## config.mk

```make
export PLATFORM = sky130hd
export DESIGN_NAME = pdh_bank
export DESIGN_NICKNAME = d
export VERILOG_FILES = /design/src/pdh_pkg.sv /design/src/pdh_bank.sv
export SDC_FILE = /design/constraint.sdc
export NUM_CORES = 1
export LEC_CHECK = 0
export ABC_AREA = 1
export BUFFER_PORTS_ARGS = -buffer_cell sky130_fd_sc_hd__buf_2
export CORE_MARGIN = 3
export CORE_UTILIZATION = 55
export DETAILED_ROUTE_END_ITERATION = 10
export GPL_TIMING_DRIVEN = 0
export PLACE_DENSITY = 0.73
export SLEW_MARGIN = 15
export SYNTH_ARGS = -nofsm -noshare
export SYNTH_HDL_FRONTEND = slang
export SYNTH_SLANG_ARGS = --single-unit
```

## constraint.sdc

```tcl
create_clock -name mclk -period 5.7 [get_ports mclk]
set_input_delay 0.57 -clock mclk [delete_from_list [all_inputs] [get_ports mclk]]
set_output_delay 0.57 -clock mclk [all_outputs]
set_load 0.03 [all_outputs]
```

## src/pdh_pkg.sv

```systemverilog
// pdh_pkg: constants, register map and field layout for the loop configuration bank.
// assumes: one 50 MHz clock; the three-wire port pins are synchronous to it.
//
// Summary of operation
// - with rail detect on, tuning code near the supply rail enters holdover.
// - with rail detect on, tuning code near ground enters holdover.
// - bit 5 of trip register makes a reached trip point count as loop1 unlock.
// - override dac code field takes written value; reads return present dac code.
// - override enable bit selects manual dac code; resets to automatic.
// - holdover is left only after lock holds for the exit count of loop1 ticks.
// - loop1 lock window field selects phase window; resets to 3, 40 ns.
// - dac update rate is loop1 detector rate divided by the divisor field.
// - loop1 lock asserts only after lock holds for the loop1 lock count.
// - loop2 reference doubler bit doubles loop2 reference; resets to off.
// - loop2 lock asserts after phase stays in window for loop2 lock count.
// - loop2 pump polarity, gain and tristate fields with their reset values.
// - loop1 pump polarity, gain and tristate fields with their reset values.
// - each input clock has a 2-bit pre-divider, reset divide by one.
// - loop1 reference divider, 14 bits, reset 96.
// - loop2 reference divider, 12 bits, reset 4.
// - loop1 feedback divider, 14 bits, reset 192.
// - fast detector bit permits loop2 detector above 100 MHz; resets set.
// - loop2 calibration divider, 18 bits, reset 48.
// - loop2 prescaler, 3 bits, divides 2 to 8, reset 2.
// - loop2 feedback divider, 18 bits, reset 48.
package pdh_pkg;

  localparam int NREG = 10;

  // ****************************************
  // register addresses (5-bit field in bits 4:0 of each frame)
  // ****************************************
  localparam logic [4:0] A_DAC_TRIP   = 5'h0E;
  localparam logic [4:0] A_OVERRIDE_DAC_CODE    = 5'h0F;
  localparam logic [4:0] A_XTAL       = 5'h10;
  localparam logic [4:0] A_LF_DLY     = 5'h18;
  localparam logic [4:0] A_DAC_CLK    = 5'h19;
  localparam logic [4:0] A_LOOP2_CTL  = 5'h1A;
  localparam logic [4:0] A_LOOP1_CTL  = 5'h1B;
  localparam logic [4:0] A_DIVIDERS   = 5'h1C;
  localparam logic [4:0] A_OSC_CAL    = 5'h1D;
  localparam logic [4:0] A_LOOP2_FB   = 5'h1E;

  // ****************************************
  // reset values of whole registers
  // ****************************************
  localparam logic [31:0] RST_DAC_TRIP  = 32'h0000_0000;
  localparam logic [31:0] RST_OVERRIDE_DAC_CODE   = 32'h8000_8000;
  localparam logic [31:0] RST_XTAL      = 32'h0000_0000;
  localparam logic [31:0] RST_LF_DLY    = 32'h0000_00C0;
  localparam logic [31:0] RST_DAC_CLK   = 32'h0101_0000;
  localparam logic [31:0] RST_LOOP2_CTL = 32'h0C08_0000;
  localparam logic [31:0] RST_LOOP1_CTL = 32'h1000_1800;
  localparam logic [31:0] RST_DIVIDERS  = 32'h0040_3000;
  localparam logic [31:0] RST_OSC_CAL   = 32'h0780_0600;
  localparam logic [31:0] RST_LOOP2_FB  = 32'h0200_0600;

  // ****************************************
  // field positions (lsb); F_TOP10, F_CNT14, F_BIT5 and F_N18 shared by several registers
  // ****************************************
  localparam int F_TOP10 = 22;
  localparam int F_CNT14 = 6;
  localparam int F_HTRIP = 14;
  localparam int F_LTRIP = 6;
  localparam int F_BIT5  = 5;
  localparam int F_OVR   = 20;
  localparam int F_N18   = 5;
  localparam int TRIP_SHIFT = 4;
  localparam logic [9:0] DAC_RST = 10'h200;

  typedef struct packed {
    logic [1:0]  loop1_lock_window;
    logic [1:0]  loop2_lock_window;
    logic        loop2_ref_doubler;
    logic        loop2_pump_polarity;
    logic [1:0]  loop2_pump_gain;
    logic        loop2_pump_tristate;
    logic        loop1_pump_polarity;
    logic [1:0]  loop1_pump_gain;
    logic        loop1_pump_tristate;
    logic [1:0]  input1_prediv;
    logic [1:0]  input0_prediv;
    logic [13:0] loop1_ref_divider;
    logic [11:0] loop2_ref_divider;
    logic [13:0] loop1_feedback_divider;
    logic [2:0]  osc_input_range;
    logic        loop2_fast_detector;
    logic [17:0] loop2_cal_divider;
    logic [2:0]  loop2_prescaler;
    logic [17:0] loop2_feedback_divider;
  } pdh_cfg_s;

  typedef enum logic [0:0] {ST_TRACK, ST_HOLD} pdh_mode_e;

endpackage

```

## src/pdh_bank.sv

```systemverilog
// pdh_bank: three-wire configured register bank with lock detect, holdover and dac control.
// assumes: pd1_tick and pd2_tick are one-cycle pulses per phase detector cycle, synchronous.
`timescale 1ns/10ps
module pdh_bank (
  input  wire logic               mclk,
  input  wire logic               nrst,
  input  wire logic               uw_clk,
  input  wire logic               uw_data,
  input  wire logic               uw_le,
  input  wire logic               pd1_tick,
  input  wire logic               pd2_tick,
  input  wire logic               loop1_in_window,
  input  wire logic               loop2_in_window,
  input  wire logic [9:0]         vtune_code,
  output logic                    uw_readback,
  output logic                    holdover,
  output logic                    loop1_lock,
  output logic                    loop2_lock,
  output logic [9:0]              dac_code,
  output pdh_pkg::pdh_cfg_s       cfg
);

  // ****************************************
  // register storage
  // ****************************************
  localparam logic [4:0]  ADDR_TAB [pdh_pkg::NREG] = '{
    pdh_pkg::A_DAC_TRIP, pdh_pkg::A_OVERRIDE_DAC_CODE, pdh_pkg::A_XTAL, pdh_pkg::A_LF_DLY,
    pdh_pkg::A_DAC_CLK, pdh_pkg::A_LOOP2_CTL, pdh_pkg::A_LOOP1_CTL,
    pdh_pkg::A_DIVIDERS, pdh_pkg::A_OSC_CAL, pdh_pkg::A_LOOP2_FB};
  localparam logic [31:0] RST_TAB [pdh_pkg::NREG] = '{
    pdh_pkg::RST_DAC_TRIP, pdh_pkg::RST_OVERRIDE_DAC_CODE, pdh_pkg::RST_XTAL,
    pdh_pkg::RST_LF_DLY, pdh_pkg::RST_DAC_CLK, pdh_pkg::RST_LOOP2_CTL,
    pdh_pkg::RST_LOOP1_CTL, pdh_pkg::RST_DIVIDERS, pdh_pkg::RST_OSC_CAL,
    pdh_pkg::RST_LOOP2_FB};

  logic [31:0]        regs_r [pdh_pkg::NREG];
  logic [31:0]        shift_r;
  logic [31:0]        rb_shift_r;
  logic               uw_clk_d_r;
  logic               uw_le_d_r;
  logic               clk_rise;
  logic               latch;
  logic [31:0]        rd_view;
  pdh_pkg::pdh_mode_e mode_r;
  logic [13:0]        lock1_cnt_r;
  logic [13:0]        lock2_cnt_r;
  logic [13:0]        exit_cnt_r;
  logic [9:0]         dac_div_cnt_r;
  logic               dac_tick;
  logic               trip_hit;
  logic               unlock1;
  logic               hold_enter;
  logic               exit_ok;
  logic [9:0]         hi_limit;
  logic [9:0]         lo_limit;

  // named views of the stored fields
  logic [5:0]  high_trip;
  logic [5:0]  low_trip;
  logic        rail_detect_enable;
  logic [9:0]  override_dac_code;
  logic        dac_override_enable;
  logic [13:0] holdover_exit_count;
  logic        force_holdover;
  logic [9:0]  dac_clk_divisor;
  logic [13:0] loop1_lock_count;
  logic [13:0] loop2_lock_count;

  assign high_trip           = regs_r[0][pdh_pkg::F_HTRIP +: 6];
  assign low_trip            = regs_r[0][pdh_pkg::F_LTRIP +: 6];
  assign rail_detect_enable  = regs_r[0][pdh_pkg::F_BIT5];
  assign override_dac_code   = regs_r[1][pdh_pkg::F_TOP10 +: 10];
  assign dac_override_enable = regs_r[1][pdh_pkg::F_OVR];
  assign holdover_exit_count = regs_r[1][pdh_pkg::F_CNT14 +: 14];
  assign force_holdover      = regs_r[1][pdh_pkg::F_BIT5];
  assign dac_clk_divisor     = regs_r[4][pdh_pkg::F_TOP10 +: 10];
  assign loop1_lock_count    = regs_r[4][pdh_pkg::F_CNT14 +: 14];
  assign loop2_lock_count    = regs_r[5][pdh_pkg::F_CNT14 +: 14];

  // ****************************************
  // three-wire port: shift on clock rise, commit on latch rise
  // ****************************************
  assign clk_rise = uw_clk & ~uw_clk_d_r;
  assign latch    = uw_le & ~uw_le_d_r;

  always_ff @(posedge mclk or negedge nrst) begin
    if (!nrst) begin
      uw_clk_d_r <= 1'b0;
      uw_le_d_r  <= 1'b1;
    end else begin
      uw_clk_d_r <= uw_clk;
      uw_le_d_r  <= uw_le;
    end
  end

  always_ff @(posedge mclk or negedge nrst) begin
    if (!nrst) begin
      shift_r <= 32'h0000_0000;
    end else if (clk_rise && !uw_le) begin
      shift_r <= {shift_r[30:0], uw_data};
    end
  end

  genvar gi;
  generate
    for (gi = 0; gi < pdh_pkg::NREG; gi++) begin : g_reg
      always_ff @(posedge mclk or negedge nrst) begin
        if (!nrst) begin
          regs_r[gi] <= RST_TAB[gi];
        end else if (latch && shift_r[4:0] == ADDR_TAB[gi]) begin
          regs_r[gi] <= {shift_r[31:5], 5'h00};
        end
      end
    end
  endgenerate

  // readback view; the dac register reports the live dac code
  always_comb begin
    rd_view = 32'h0000_0000;
    for (int i = 0; i < pdh_pkg::NREG; i++) begin
      if (shift_r[4:0] == ADDR_TAB[i]) begin
        rd_view = regs_r[i];
      end
    end
    if (shift_r[4:0] == pdh_pkg::A_OVERRIDE_DAC_CODE) begin
      rd_view[pdh_pkg::F_TOP10 +: 10] = dac_code;
    end
    rd_view[4:0] = shift_r[4:0];
  end

  always_ff @(posedge mclk or negedge nrst) begin
    if (!nrst) begin
      rb_shift_r <= 32'h0000_0000;
    end else if (latch) begin
      rb_shift_r <= rd_view;
    end else if (clk_rise && !uw_le) begin
      rb_shift_r <= {rb_shift_r[30:0], 1'b0};
    end
  end

  always_ff @(posedge mclk or negedge nrst) begin
    if (!nrst) begin
      uw_readback <= 1'b0;
    end else begin
      uw_readback <= latch ? rd_view[31] : rb_shift_r[31];
    end
  end

  // ****************************************
  // rail trip detection on the tuning code
  // ****************************************
  assign hi_limit = 10'h3FF - {high_trip, 4'h0};
  assign lo_limit = {low_trip, 4'h0};
  assign trip_hit = rail_detect_enable &&
                    (vtune_code >= hi_limit || vtune_code <= lo_limit);

  // ****************************************
  // loop1 lock detect
  // ****************************************
  assign unlock1 = !loop1_in_window || trip_hit;

  always_ff @(posedge mclk or negedge nrst) begin
    if (!nrst) begin
      lock1_cnt_r <= 14'h0000;
    end else if (unlock1) begin
      lock1_cnt_r <= 14'h0000;
    end else if (pd1_tick && lock1_cnt_r < loop1_lock_count) begin
      lock1_cnt_r <= lock1_cnt_r + 14'h0001;
    end
  end

  always_ff @(posedge mclk or negedge nrst) begin
    if (!nrst) begin
      loop1_lock <= 1'b0;
    end else begin
      loop1_lock <= !unlock1 && lock1_cnt_r >= loop1_lock_count;
    end
  end

  // ****************************************
  // loop2 lock detect
  // ****************************************
  always_ff @(posedge mclk or negedge nrst) begin
    if (!nrst) begin
      lock2_cnt_r <= 14'h0000;
    end else if (!loop2_in_window) begin
      lock2_cnt_r <= 14'h0000;
    end else if (pd2_tick && lock2_cnt_r < loop2_lock_count) begin
      lock2_cnt_r <= lock2_cnt_r + 14'h0001;
    end
  end

  always_ff @(posedge mclk or negedge nrst) begin
    if (!nrst) begin
      loop2_lock <= 1'b0;
    end else begin
      loop2_lock <= loop2_in_window && lock2_cnt_r >= loop2_lock_count;
    end
  end

  // ****************************************
  // holdover state
  // ****************************************
  assign hold_enter = force_holdover || trip_hit || (loop1_lock && unlock1);
  assign exit_ok    = !force_holdover && !trip_hit && loop1_in_window &&
                      exit_cnt_r >= holdover_exit_count;

  always_ff @(posedge mclk or negedge nrst) begin
    if (!nrst) begin
      exit_cnt_r <= 14'h0000;
    end else if (mode_r != pdh_pkg::ST_HOLD || unlock1) begin
      exit_cnt_r <= 14'h0000;
    end else if (pd1_tick && exit_cnt_r < holdover_exit_count) begin
      exit_cnt_r <= exit_cnt_r + 14'h0001;
    end
  end

  always_ff @(posedge mclk or negedge nrst) begin
    if (!nrst) begin
      mode_r <= pdh_pkg::ST_TRACK;
    end else begin
      unique case (mode_r)
        pdh_pkg::ST_TRACK: begin
          if (hold_enter) begin
            mode_r <= pdh_pkg::ST_HOLD;
          end
        end
        pdh_pkg::ST_HOLD: begin
          if (exit_ok) begin
            mode_r <= pdh_pkg::ST_TRACK;
          end
        end
      endcase
    end
  end

  always_ff @(posedge mclk or negedge nrst) begin
    if (!nrst) begin
      holdover <= 1'b0;
    end else begin
      holdover <= (mode_r == pdh_pkg::ST_HOLD) || force_holdover;
    end
  end

  // ****************************************
  // dac update divider and dac code
  // ****************************************
  assign dac_tick = pd1_tick && (dac_div_cnt_r + 10'h001 >= dac_clk_divisor);

  always_ff @(posedge mclk or negedge nrst) begin
    if (!nrst) begin
      dac_div_cnt_r <= 10'h000;
    end else if (dac_tick) begin
      dac_div_cnt_r <= 10'h000;
    end else if (pd1_tick) begin
      dac_div_cnt_r <= dac_div_cnt_r + 10'h001;
    end
  end

  always_ff @(posedge mclk or negedge nrst) begin
    if (!nrst) begin
      dac_code <= pdh_pkg::DAC_RST;
    end else if (dac_override_enable) begin
      dac_code <= override_dac_code;
    end else if (dac_tick && mode_r == pdh_pkg::ST_TRACK) begin
      dac_code <= vtune_code;
    end
  end

  // ****************************************
  // configuration outputs
  // ****************************************
  always_comb begin
    cfg.loop1_lock_window      = regs_r[3][7:6];
    cfg.loop2_lock_window      = regs_r[5][31:30];
    cfg.loop2_ref_doubler      = regs_r[5][29];
    cfg.loop2_pump_polarity    = regs_r[5][28];
    cfg.loop2_pump_gain        = regs_r[5][27:26];
    cfg.loop2_pump_tristate    = regs_r[5][5];
    cfg.loop1_pump_polarity    = regs_r[6][28];
    cfg.loop1_pump_gain        = regs_r[6][27:26];
    cfg.loop1_pump_tristate    = regs_r[6][5];
    cfg.input1_prediv          = regs_r[6][23:22];
    cfg.input0_prediv          = regs_r[6][21:20];
    cfg.loop1_ref_divider      = regs_r[6][19:6];
    cfg.loop2_ref_divider      = regs_r[7][31:20];
    cfg.loop1_feedback_divider = regs_r[7][19:6];
    cfg.osc_input_range        = regs_r[8][26:24];
    cfg.loop2_fast_detector    = regs_r[8][23];
    cfg.loop2_cal_divider      = regs_r[8][pdh_pkg::F_N18 +: 18];
    cfg.loop2_prescaler        = regs_r[9][26:24];
    cfg.loop2_feedback_divider = regs_r[9][pdh_pkg::F_N18 +: 18];
  end

endmodule

```

After elaboration in Yosys (flattened, before gate mapping)
Cells that the tools add are included.
{ "word_totals": {"register_bits": 403, "input_bits": 19, "word_cells": 120} }
{ "classes": {"add_sub_neg": 5, "order_cmp": 9, "n_eq_ne": 11, "n_mux": 27, "bitwise_logic": 5, "n_reduce_logical": 39} }
{ "ops": {"columns": ["cell", "count"], "rows": [
  ["$mux W32", 12],
  ["$mux W14", 6],
  ["$mux W10", 5],
  ["$add A14 B1 Y14 const B", 3],
  ["$ge A14 B14 Y1", 3],
  ["$lt A14 B14 Y1", 3],
  ["$eq A5 B5 Y1 const B", 8],
  ["$logic_and A1 B1 Y1", 23],
  ["$ge A10 B10 Y1", 2],
  ["$add A10 B1 Y10 const B", 1],
  ["$eq A5 B4 Y1 const B", 2],
  ["$le A10 B10 Y1", 1],
  ["$reduce_bool A2 Y1", 5],
  ["$sub A10 B10 Y10 const A", 1],
  ["$logic_or A1 B1 Y1", 6],
  ["$logic_not A1 Y1", 5],
  ["$mux W1", 3],
  ["$not A1 Y1", 3],
  ["$and A1 B1 Y1", 2],
  ["$ne A2 B1 Y1 const B", 1],
  ["$pmux W1 S2", 1]
]} }

Longest topological paths before layout
Gate-level depths: netlist of run 1.
{ "logic_depth": {"depth_word": 13, "mapped_depth": 16} }

Least setup slack after synthesis of run 1
Ideal clock, no wire load.
{ "synth_path": {"path_kind": "register -> register", "from": "register dac_div_cnt_r[0]", "to": "register dac_code[4]", "setup_time_ns": 0.082, "t_arrival_ns": 2.485, "t_required_ns": 5.618, "setup_slack_ns": 3.133, "path_stages_with_launch": 17, "cell_sequence": "dfrtp_1 ha_1 nand3_1 nor3_1 nand2_1 xor2_1 inv_1 ha_1 nand2_1 nor2_1 o211ai_1 nand4_1 nand3_1 nand2_1 buf_2 nor2_1 a31oi_1"} }
{ "synth_between": {"elab_chain_cells": 5} }
{ "synth_lines": {"columns": ["element", "line_no", "rtl"], "rows": [
  ["start: declaration", "pdh_bank.sv:48", "logic [9:0] dac_div_cnt_r;"],
  ["start signal: assignment", "pdh_bank.sv:256", "dac_div_cnt_r <= dac_div_cnt_r + 10'h001;"],
  ["$add A10 B1 Y10", "pdh_bank.sv:248", "assign dac_tick = pd1_tick && (dac_div_cnt_r + 10'h001 >= dac_clk_divisor);"],
  ["$ge A10 B10 Y1", "pdh_bank.sv:248", null],
  ["$logic_and A1 B1 Y1", "pdh_bank.sv:248", null],
  ["$logic_and A1 B1 Y1", "pdh_bank.sv:265", "end else if (dac_tick && mode_r == pdh_pkg::ST_TRACK) begin"],
  ["$reduce_bool A2 Y1 (no line)", null, null],
  ["end signal: assignment", "pdh_bank.sv:262", "dac_code <= pdh_pkg::DAC_RST;"],
  ["end signal: assignment", "pdh_bank.sv:264", "dac_code <= override_dac_code;"],
  ["end signal: assignment", "pdh_bank.sv:266", "dac_code <= vtune_code;"],
  ["end: declaration", "pdh_bank.sv:19", "output logic [9:0] dac_code,"]
]} }
No other way between the ends.
A chain may end at the register's enable or synchronous reset.

Final worst setup path of run 1
{ "layout_path": {"from": "register dac_div_cnt_r[0]", "to": "register dac_code[0]"} }
Same word-level chain as after synthesis.

==> impl_metrics.env, run 1 <==
export IMPL_place_ws_ns=2.63
export IMPL_antennaDiodeCount=0
export IMPL_antenna_found_initial=0
export IMPL_r2r_start="dac_div_cnt_r[0]$_DFFE_PN0P_"
export IMPL_crit_family="simple AND/OR/NAND/NOR gates"
export IMPL_synth_top_area_cell="dfrtp_1"
export IMPL_wl_met3_microns=4580
export IMPL_vias=18800
export IMPL_worst_r2r_cell_count=16
export IMPL_vias_per_cell=5.61
export IMPL_setup_viol_count_final=0
export IMPL_cp_common_cell="nand2_1"
export IMPL_peakVddDrop_v=0.000277
export IMPL_netlist_instances=2623
export IMPL_worstSetupPathType="flip-flop to flip-flop"
export IMPL_power_density_mw_per_mm2=339
export IMPL_fmax_mhz=318
export IMPL_setup_slack_ns=2.56
export IMPL_synth_most_common_cell="nand2_1"
export IMPL_drtIter0Drc=1912
export IMPL_post_cts_repair_setup_buffers=0
export IMPL_cp_required_ns=6.20
export IMPL_io_pins=133
export IMPL_synth_distinct_cells=40
export IMPL_drc_errors=0
export IMPL_end_kind="flip-flop"
export IMPL_syn_cell_area_sq_mm=0.0208
export IMPL_status="finished clean"
export IMPL_drt_met1_wl_microns=26800
export IMPL_grt_pass1_wl_microns=100000
export IMPL_top_layer="met4"
export IMPL_async_flop_share_pct=100
export IMPL_num_fill_cells=3294
export IMPL_hold_buffers=0
export IMPL_cp_num_buf_inv=2
export IMPL_rows=70
export IMPL_htreeDepth=2
export IMPL_syn_to_final_growth_pct=14.0
export IMPL_leakagePower_nw=11.6
export IMPL_ys_ff_latch=403
export IMPL_cts_resized=0
export IMPL_clk_pin_slew_ns=0.06
export IMPL_clock_insertion_delay_worst_skew_ns=0.59
export IMPL_core_region_area_sq_mm=0.0370
export IMPL_design_final_nets=2893
export IMPL_report_final_slew_viol_count=0
export IMPL_cp_start_kind="flip-flop"
export IMPL_wl_microns=63600
export IMPL_grt_max_degree=101
export IMPL_syn_num_nets=2710
export IMPL_r2r_end="dac_code[0]$_DFFE_PN0P_"
export IMPL_ys_seq_area_share_pct=48.6
export IMPL_overflow=0
export IMPL_wl_per_cell_microns=19.0
export IMPL_cts_tree="built"
export IMPL_grt_pass1_vias=18200
export IMPL_hold_class="input port to async pin"
export IMPL_cts_buffer_depth=3
export IMPL_reg2reg_slack_ns=2.56
export IMPL_timing_final_crit_period_ns=3.14
export IMPL_die_area_sq_mm=0.0402
export IMPL_relSlewSlack_pct=48.2
export IMPL_die_w_microns=200
export IMPL_worst_clock_skew_ns=0.0277
export IMPL_multi_input_area_sq_mm=0.00840
export IMPL_clock_sinks=403
export IMPL_rsz0062_at_grt="false"
export IMPL_synth_main_ff_cell="dfrtp_1"
export IMPL_path_max_fanout=10
export IMPL_drive_gt1_share_pct=13.1
export IMPL_fin_crit_sh_pct=55.1
export IMPL_yosys_top_cells_count="nand2_1, dfrtp_1, o21ai_0"
export IMPL_drt_first_pass_iters=8
export IMPL_cp_arrival_ns=3.64
export IMPL_synthTopCellsByArea="dfrtp_1, nand2_1, o21ai_0, inv_1, ha_1"
export IMPL_avgSynthCellArea_sq_um=7.93
export IMPL_cts_buffers=44
export IMPL_synth_edff_count=0
export IMPL_port_buffers=132
export IMPL_root_buffer="clkbuf_16"
export IMPL_gp_congestion=0.932
export IMPL_final_hold_violation_count=0
export IMPL_seqCellArea_sq_mm=0.0101
export IMPL_crit_chain="ha_1 -> nand3_1 -> nor3_1 -> nand2_1 -> xor2_1 -> inv_1 -> ha_1 -> nand2_1 -> nor2_1 -> o211ai_1 -> nand4_1 -> nand3_1 -> nand2_1 -> buf_2 -> o211ai_1 -> o21ai_0"
export IMPL_start_util_pct=56.3
export IMPL_synth_warnings=0
export IMPL_setup_tns_ns=0
export IMPL_grt_usage_pct=31.2
export IMPL_drv_cap=0
export IMPL_tightest_slew_ns=0.778
export IMPL_critPathMaxStageDelay_ns=0.41
export IMPL_dp_hpwl_microns=47000
export IMPL_synth_top_cell_area_share_pct=45.4
export IMPL_die_y_microns=200
export IMPL_crit_slowest_cell="dfrtp_1"
export IMPL_wl_met2_microns=29500
export IMPL_antenna_left=0
## worst register-to-register path, stage by stage, from the launching register on
cell	delay (ns)
dfrtp_1	0.41
ha_1	0.20
nand3_1	0.14
nor3_1	0.25
nand2_1	0.11
xor2_1	0.20
inv_1	0.07
ha_1	0.29
nand2_1	0.07
nor2_1	0.13
o211ai_1	0.11
nand4_1	0.20
nand3_1	0.21
nand2_1	0.24
buf_2	0.23
o211ai_1	0.11
o21ai_0	0.10
## per-stage QoR
stage	power, mW	instances	hold slack (ns)	util [%]	instance area [sq um]
after global placement	5.05	3259	0.459	59.8	22100
after detailed placement	5.11	3264	0.472	60.2	22200
final	8.04	3344	0.0417	64.2	23700
after global routing	8.39	3344	0.0770	64.2	23700
after CTS	8.05	3344	0.0548	64.2	23700
after floorplan	4.46	2623	0.274	-	20800
## worst max path at each step
stage	slack, ns	end	cells past startpoint	from
finish	2.56	dac_code[0]$_DFFE_PN0P_	16	dac_div_cnt_r[0]$_DFFE_PN0P_
global route	2.15	dac_code[4]$_DFFE_PN0P_	16	dac_div_cnt_r[0]$_DFFE_PN0P_
CTS	2.60	dac_code[4]$_DFFE_PN0P_	16	dac_div_cnt_r[0]$_DFFE_PN0P_
detailed placement	2.63	dac_code[1]$_DFFE_PN0P_	16	dac_div_cnt_r[0]$_DFFE_PN0P_
global placement	-3.92	cfg[37]$_DFFE_PN0P_	1	nrst
floorplan	3.13	dac_code[4]$_DFFE_PN0P_	16	dac_div_cnt_r[0]$_DFFE_PN0P_
## flip-flops by register name, indices dropped and copies added (netlist names), 14 cells and up
register,cells
cfg,100
regs_r,93
rb_shift_r,32
shift_r,32
exit_cnt_r,14
holdover_exit_count,14
lock1_cnt_r,14
lock2_cnt_r,14
loop1_lock_count,14
loop2_lock_count,14
## final cells by class
class	count	area share, %
buffer	238	5.50
inverter	260	4.12
timing repair buffer	137	3.41
clock inverter	8	0.623
multi-input combinational	1722	35.4
clock buffer	72	5.60
sequential	403	42.7
tap	504	2.66
## logic make-up after synthesis
| kind of cell | Yosys count | synth area share, % |
|---|---|---|
| DFF | 403 | 48.6 |
| buffers and inverters | 498 | 11.0 |
| AOI/OAI and AO/OA | 502 | 12.4 |
| xor gates and xnor gates | 44 | 1.85 |
| adders and majority gates | 68 | 4.09 |
| and+or+nand+nor | 1108 | 22.1 |
## cell usage in the layout, fill, tap and decap left out, types with 11 or more instances in the layout
| cell | count |
|---|---|
| dfrtp_1 | 377 |
| nor2_1 | 186 |
| nor4_1 | 12 |
| o21ai_0 | 358 |
| clkbuf_16 | 45 |
| buf_4 | 103 |
| a21oi_1 | 109 |
| nand2_1 | 697 |
| nand4_1 | 52 |
| ha_1 | 68 |
| inv_1 | 253 |
| xor2_1 | 42 |
| o21ai_1 | 11 |
| clkbuf_1 | 131 |
| dfstp_2 | 26 |
| nor3_1 | 25 |
| nand3_1 | 113 |
| buf_2 | 150 |
## report_power, final
| part | leakage (nW) | internal [mW] | total (mW) | switching, mW |
|---|---|---|---|---|
| sequential | 5.38 | 3.20 | 3.48 | 0.279 |
| clock | 0.720 | 1.77 | 2.94 | 1.18 |
| combinational | 5.48 | 0.464 | 1.62 | 1.15 |
| total | 11.6 | 5.43 | 8.04 | 2.61 |
## per-layer routing
metal  vias to the layer above  GRT usage [%]
met4                         0           12.9
met1                      9100           43.0
met2                       789           50.1
li1                       8724              -
met3                       147           4.43
met5                         -              0
Note: power is estimated with default switching activity, not from simulation.
==> inputs of run 2 (changes only) <==
--- a/config.mk
+++ b/config.mk
@@ -11,7 +11,7 @@
 export CORE_UTILIZATION = 55
 export DETAILED_ROUTE_END_ITERATION = 10
 export GPL_TIMING_DRIVEN = 0
-export PLACE_DENSITY = 0.73
+export PLACE_DENSITY = 0.76
 export SLEW_MARGIN = 15
 export SYNTH_ARGS = -nofsm -noshare
 export SYNTH_HDL_FRONTEND = slang
==> constraint.sdc (replaced) <==
create_clock -name mclk -period 2.55 [get_ports mclk]
set_input_delay 0.255 -clock mclk [delete_from_list [all_inputs] [get_ports mclk]]
set_output_delay 0.255 -clock mclk [all_outputs]
set_load 0.03 [all_outputs]
==> run 2 against run 1 <==
Net effect: the flow now finishes with violations (setup timing); global-route usage hardly changed; highest routed layer unchanged; final cell count is 0.57% higher; via count is 2.2% higher; flip-flop and latch count stayed put; sequential power is 120% higher; clock power is 120% higher; count of clock-buffer cells in the layout is 9 lower; maximum frequency is 14% higher; worst hold slack worse by 0.0091 ns; clock skew is 0.0084 ns lower; total power is 130% higher.
==> impl_metrics.env, run 2 (synthesis gave the netlist of run 1 again) <==
export IMPL_status="complete, but fails checks"
export IMPL_violations="setup timing"
export IMPL_worstSetupPathType="flip-flop to flip-flop"
export IMPL_start_util_pct=56.3
export IMPL_die_w_microns=200
export IMPL_worst_r2r_cell_count=14
export IMPL_drt_met1_wl_microns=25500
export IMPL_core_region_area_sq_mm=0.0370
export IMPL_hold_class="input port to flip-flop"
export IMPL_cp_arrival_ns=3.23
export IMPL_p_clk_share_pct=35.8
export IMPL_port_buffers=132
export IMPL_drv_cap=0
export IMPL_cp_num_buf_inv=4
export IMPL_vias_per_cell=5.70
export IMPL_grt_pass1_wl_microns=100000
export IMPL_power_density_mw_per_mm2=760
export IMPL_end_kind="flip-flop"
export IMPL_relSlewSlack_pct=45.2
export IMPL_power_frac_seq_pct=42.6
export IMPL_wl_met2_microns=29800
export IMPL_crit_family="simple AND/OR/NAND/NOR gates"
export IMPL_cts_buffer_depth=3
export IMPL_netSwitchingFraction_pct=33.4
export IMPL_fmax_mhz=364
export IMPL_gp_congestion=0.917
export IMPL_peakVddDrop_v=0.000624
export IMPL_rows=70
export IMPL_antennaDiodeCount=0
export IMPL_grt_usage_pct=31.2
export IMPL_dp_hpwl_microns=47100
export IMPL_largest_register_ffs=100
export IMPL_drc_errors=0
export IMPL_report_final_slew_viol_count=0
export IMPL_overflow=0
export IMPL_wl_microns=63900
export IMPL_drtIter0Drc=1952
export IMPL_cts_buffers=44
export IMPL_crit_chain="buf_6 -> nand4_1 -> nor2_2 -> nand3_1 -> xor2_1 -> inv_1 -> ha_4 -> a21oi_1 -> o21a_1 -> nand4_1 -> buf_6 -> nor2_4 -> inv_1 -> o21ai_0"
export IMPL_power_switching_mw=6.10
export IMPL_clock_insertion_delay_worst_skew_ns=0.59
export IMPL_clk_pin_slew_ns=0.06
export IMPL_drt_first_pass_iters=6
export IMPL_htreeDepth=2
export IMPL_hold_depth=3
export IMPL_drive_gt1_share_pct=14.7
export IMPL_critPathMaxStageDelay_ns=0.42
export IMPL_antenna_found_initial=0
export IMPL_syn_to_final_growth_pct=15.4
export IMPL_cp_start_kind="flip-flop"
export IMPL_final_common_cell="nand2_1"
export IMPL_antenna_left=0
export IMPL_crit_slowest_cell="dfrtp_1"
export IMPL_die_area_sq_mm=0.0402
export IMPL_top_layer="met4"
export IMPL_internal_power_mw=12.1
export IMPL_r2r_start="dac_div_cnt_r[1]$_DFFE_PN0P_"
export IMPL_setup_slack_ns=-0.198
export IMPL_instances_no_fill=3363
export IMPL_rsz0062_at_grt="true"
export IMPL_cts_tree="built"
export IMPL_fin_crit_sh_pct=108
export IMPL_io_pins=133
export IMPL_final_hold_violation_count=0
export IMPL_final_cell_mix="nand2_1, dfrtp_1, o21ai_0"
export IMPL_hold_end="dac_code[7]$_DFFE_PN0P_"
export IMPL_r2r_end="dac_div_cnt_r[3]$_DFFE_PN0P_"
export IMPL_root_buffer="clkbuf_16"
export IMPL_reg2reg_slack_ns=-0.20
export IMPL_setup_viol_count_final=17
export IMPL_wl_met3_microns=5690
export IMPL_hold_start="vtune_code[7]"
export IMPL_timing_final_crit_period_ns=2.75
export IMPL_pwr_share_comb_pct=21.5
export IMPL_grt_max_degree=105
export IMPL_worst_clock_skew_ns=0.0193
export IMPL_cp_required_ns=3.04
export IMPL_design_final_nets=2910
export IMPL_grt_pass1_vias=18500
export IMPL_leakagePower_nw=11.7
export IMPL_path_max_fanout=7
export IMPL_vias=19200
export IMPL_placed_cells=3263
export IMPL_die_y_microns=200
export IMPL_clock_sinks=403
export IMPL_tightest_slew_ns=0.822
export IMPL_wl_per_cell_microns=19.0
export IMPL_setup_tns_ns=-2.18
[run 2: cell count changes in the layout (fill, tap and decap cells not counted), moves of 6 or more]
cell	delta
clkinv_2	+8
clkbuf_2	+6
buf_4	+9
nor3_1	-6
clkbuf_1	-13
dlygate4sd3_1	+7
[run 2: layout make-up]
| type | instances | area [sq um] |
|---|---|---|
| inverters | 260 | 976 |
| repair buffers | 154 | 938 |
| plain buffers | 238 | 1320 |
| multi-input cells | 1722 | 8550 |
| clock inverters | 19 | 208 |
| flip-flops and latches | 403 | 10100 |
| clock buffers | 63 | 1260 |
| well taps | 504 | 631 |
| fillers | 3179 | 13000 |
[run 2: layer usage]
layer / vias up / track usage (%)
li1: 8767 / -
met1: 9297 / 42.1
met2: 916 / 50.2
met3: 184 / 5.40
met4: 0 / 13.2
met5: - / 0
[run 2: metrics by stage]
stage / utilization, % / power, mW / setup slack [ns] / hold WS (ns) / area (sq um)
detailed placement: 60.1 / 11.4 / -0.497 / 0.139 / 22200
CTS: 64.7 / 18.1 / -0.0169 / 0.00489 / 23900
floorplan: - / 9.98 / 0.0140 / -0.0406 / 20800
global placement: 59.8 / 11.3 / -6.69 / 0.372 / 22100
global route: 65.0 / 19.0 / -0.495 / 0.0359 / 24000
finish: 65.0 / 18.2 / -0.198 / 0.0325 / 24000
[run 2: power by group through the flow]
stage	combinational (mW)	sequential (mW)	clock [mW]
global placement	3.44	7.83	0
global route	4.36	7.83	6.83
CTS	3.82	7.75	6.56
finish	3.93	7.78	6.53
floorplan	2.18	7.81	0
detailed placement	3.58	7.85	0
[run 2: worst max path at each step]
stage	from	end	slack (ns)	depth (start not counted)
2_1_floorplan	dac_div_cnt_r[0]$_DFFE_PN0P_	dac_code[4]$_DFFE_PN0P_	0.01	16
3_3_place_gp	nrst	cfg[37]$_DFFE_PN0P_	-6.69	1
3_5_place_dp	dac_div_cnt_r[0]$_DFFE_PN0P_	dac_code[4]$_DFFE_PN0P_	-0.50	16
4_1_cts	dac_div_cnt_r[1]$_DFFE_PN0P_	dac_code[4]$_DFFE_PN0P_	-0.02	17
5_1_grt	dac_div_cnt_r[1]$_DFFE_PN0P_	dac_code[4]$_DFFE_PN0P_	-0.49	17
6_report	dac_div_cnt_r[1]$_DFFE_PN0P_	dac_div_cnt_r[3]$_DFFE_PN0P_	-0.20	14
[run 2: worst reg2reg max path, cell delays in order, from the launching register on]
cell     delay, ns
dfrtp_1       0.42
buf_6         0.12
nand4_1       0.15
nor2_2        0.19
nand3_1       0.10
xor2_1        0.21
inv_1         0.12
ha_4          0.26
a21oi_1       0.16
o21a_1        0.13
nand4_1       0.12
buf_6         0.16
nor2_4        0.18
inv_1         0.13
o21ai_0       0.21
[run 2: what timing repair did]
action | CTS | global route
hold endpoints to repair | 131 | 0
setup endpoints to repair | 20 | 68
gates cloned | 1 | 0
hold buffers | 7 | 0
setup buffers | 7 | 3
gates resized for setup | 24 | 29
pin swaps | 8 | 9
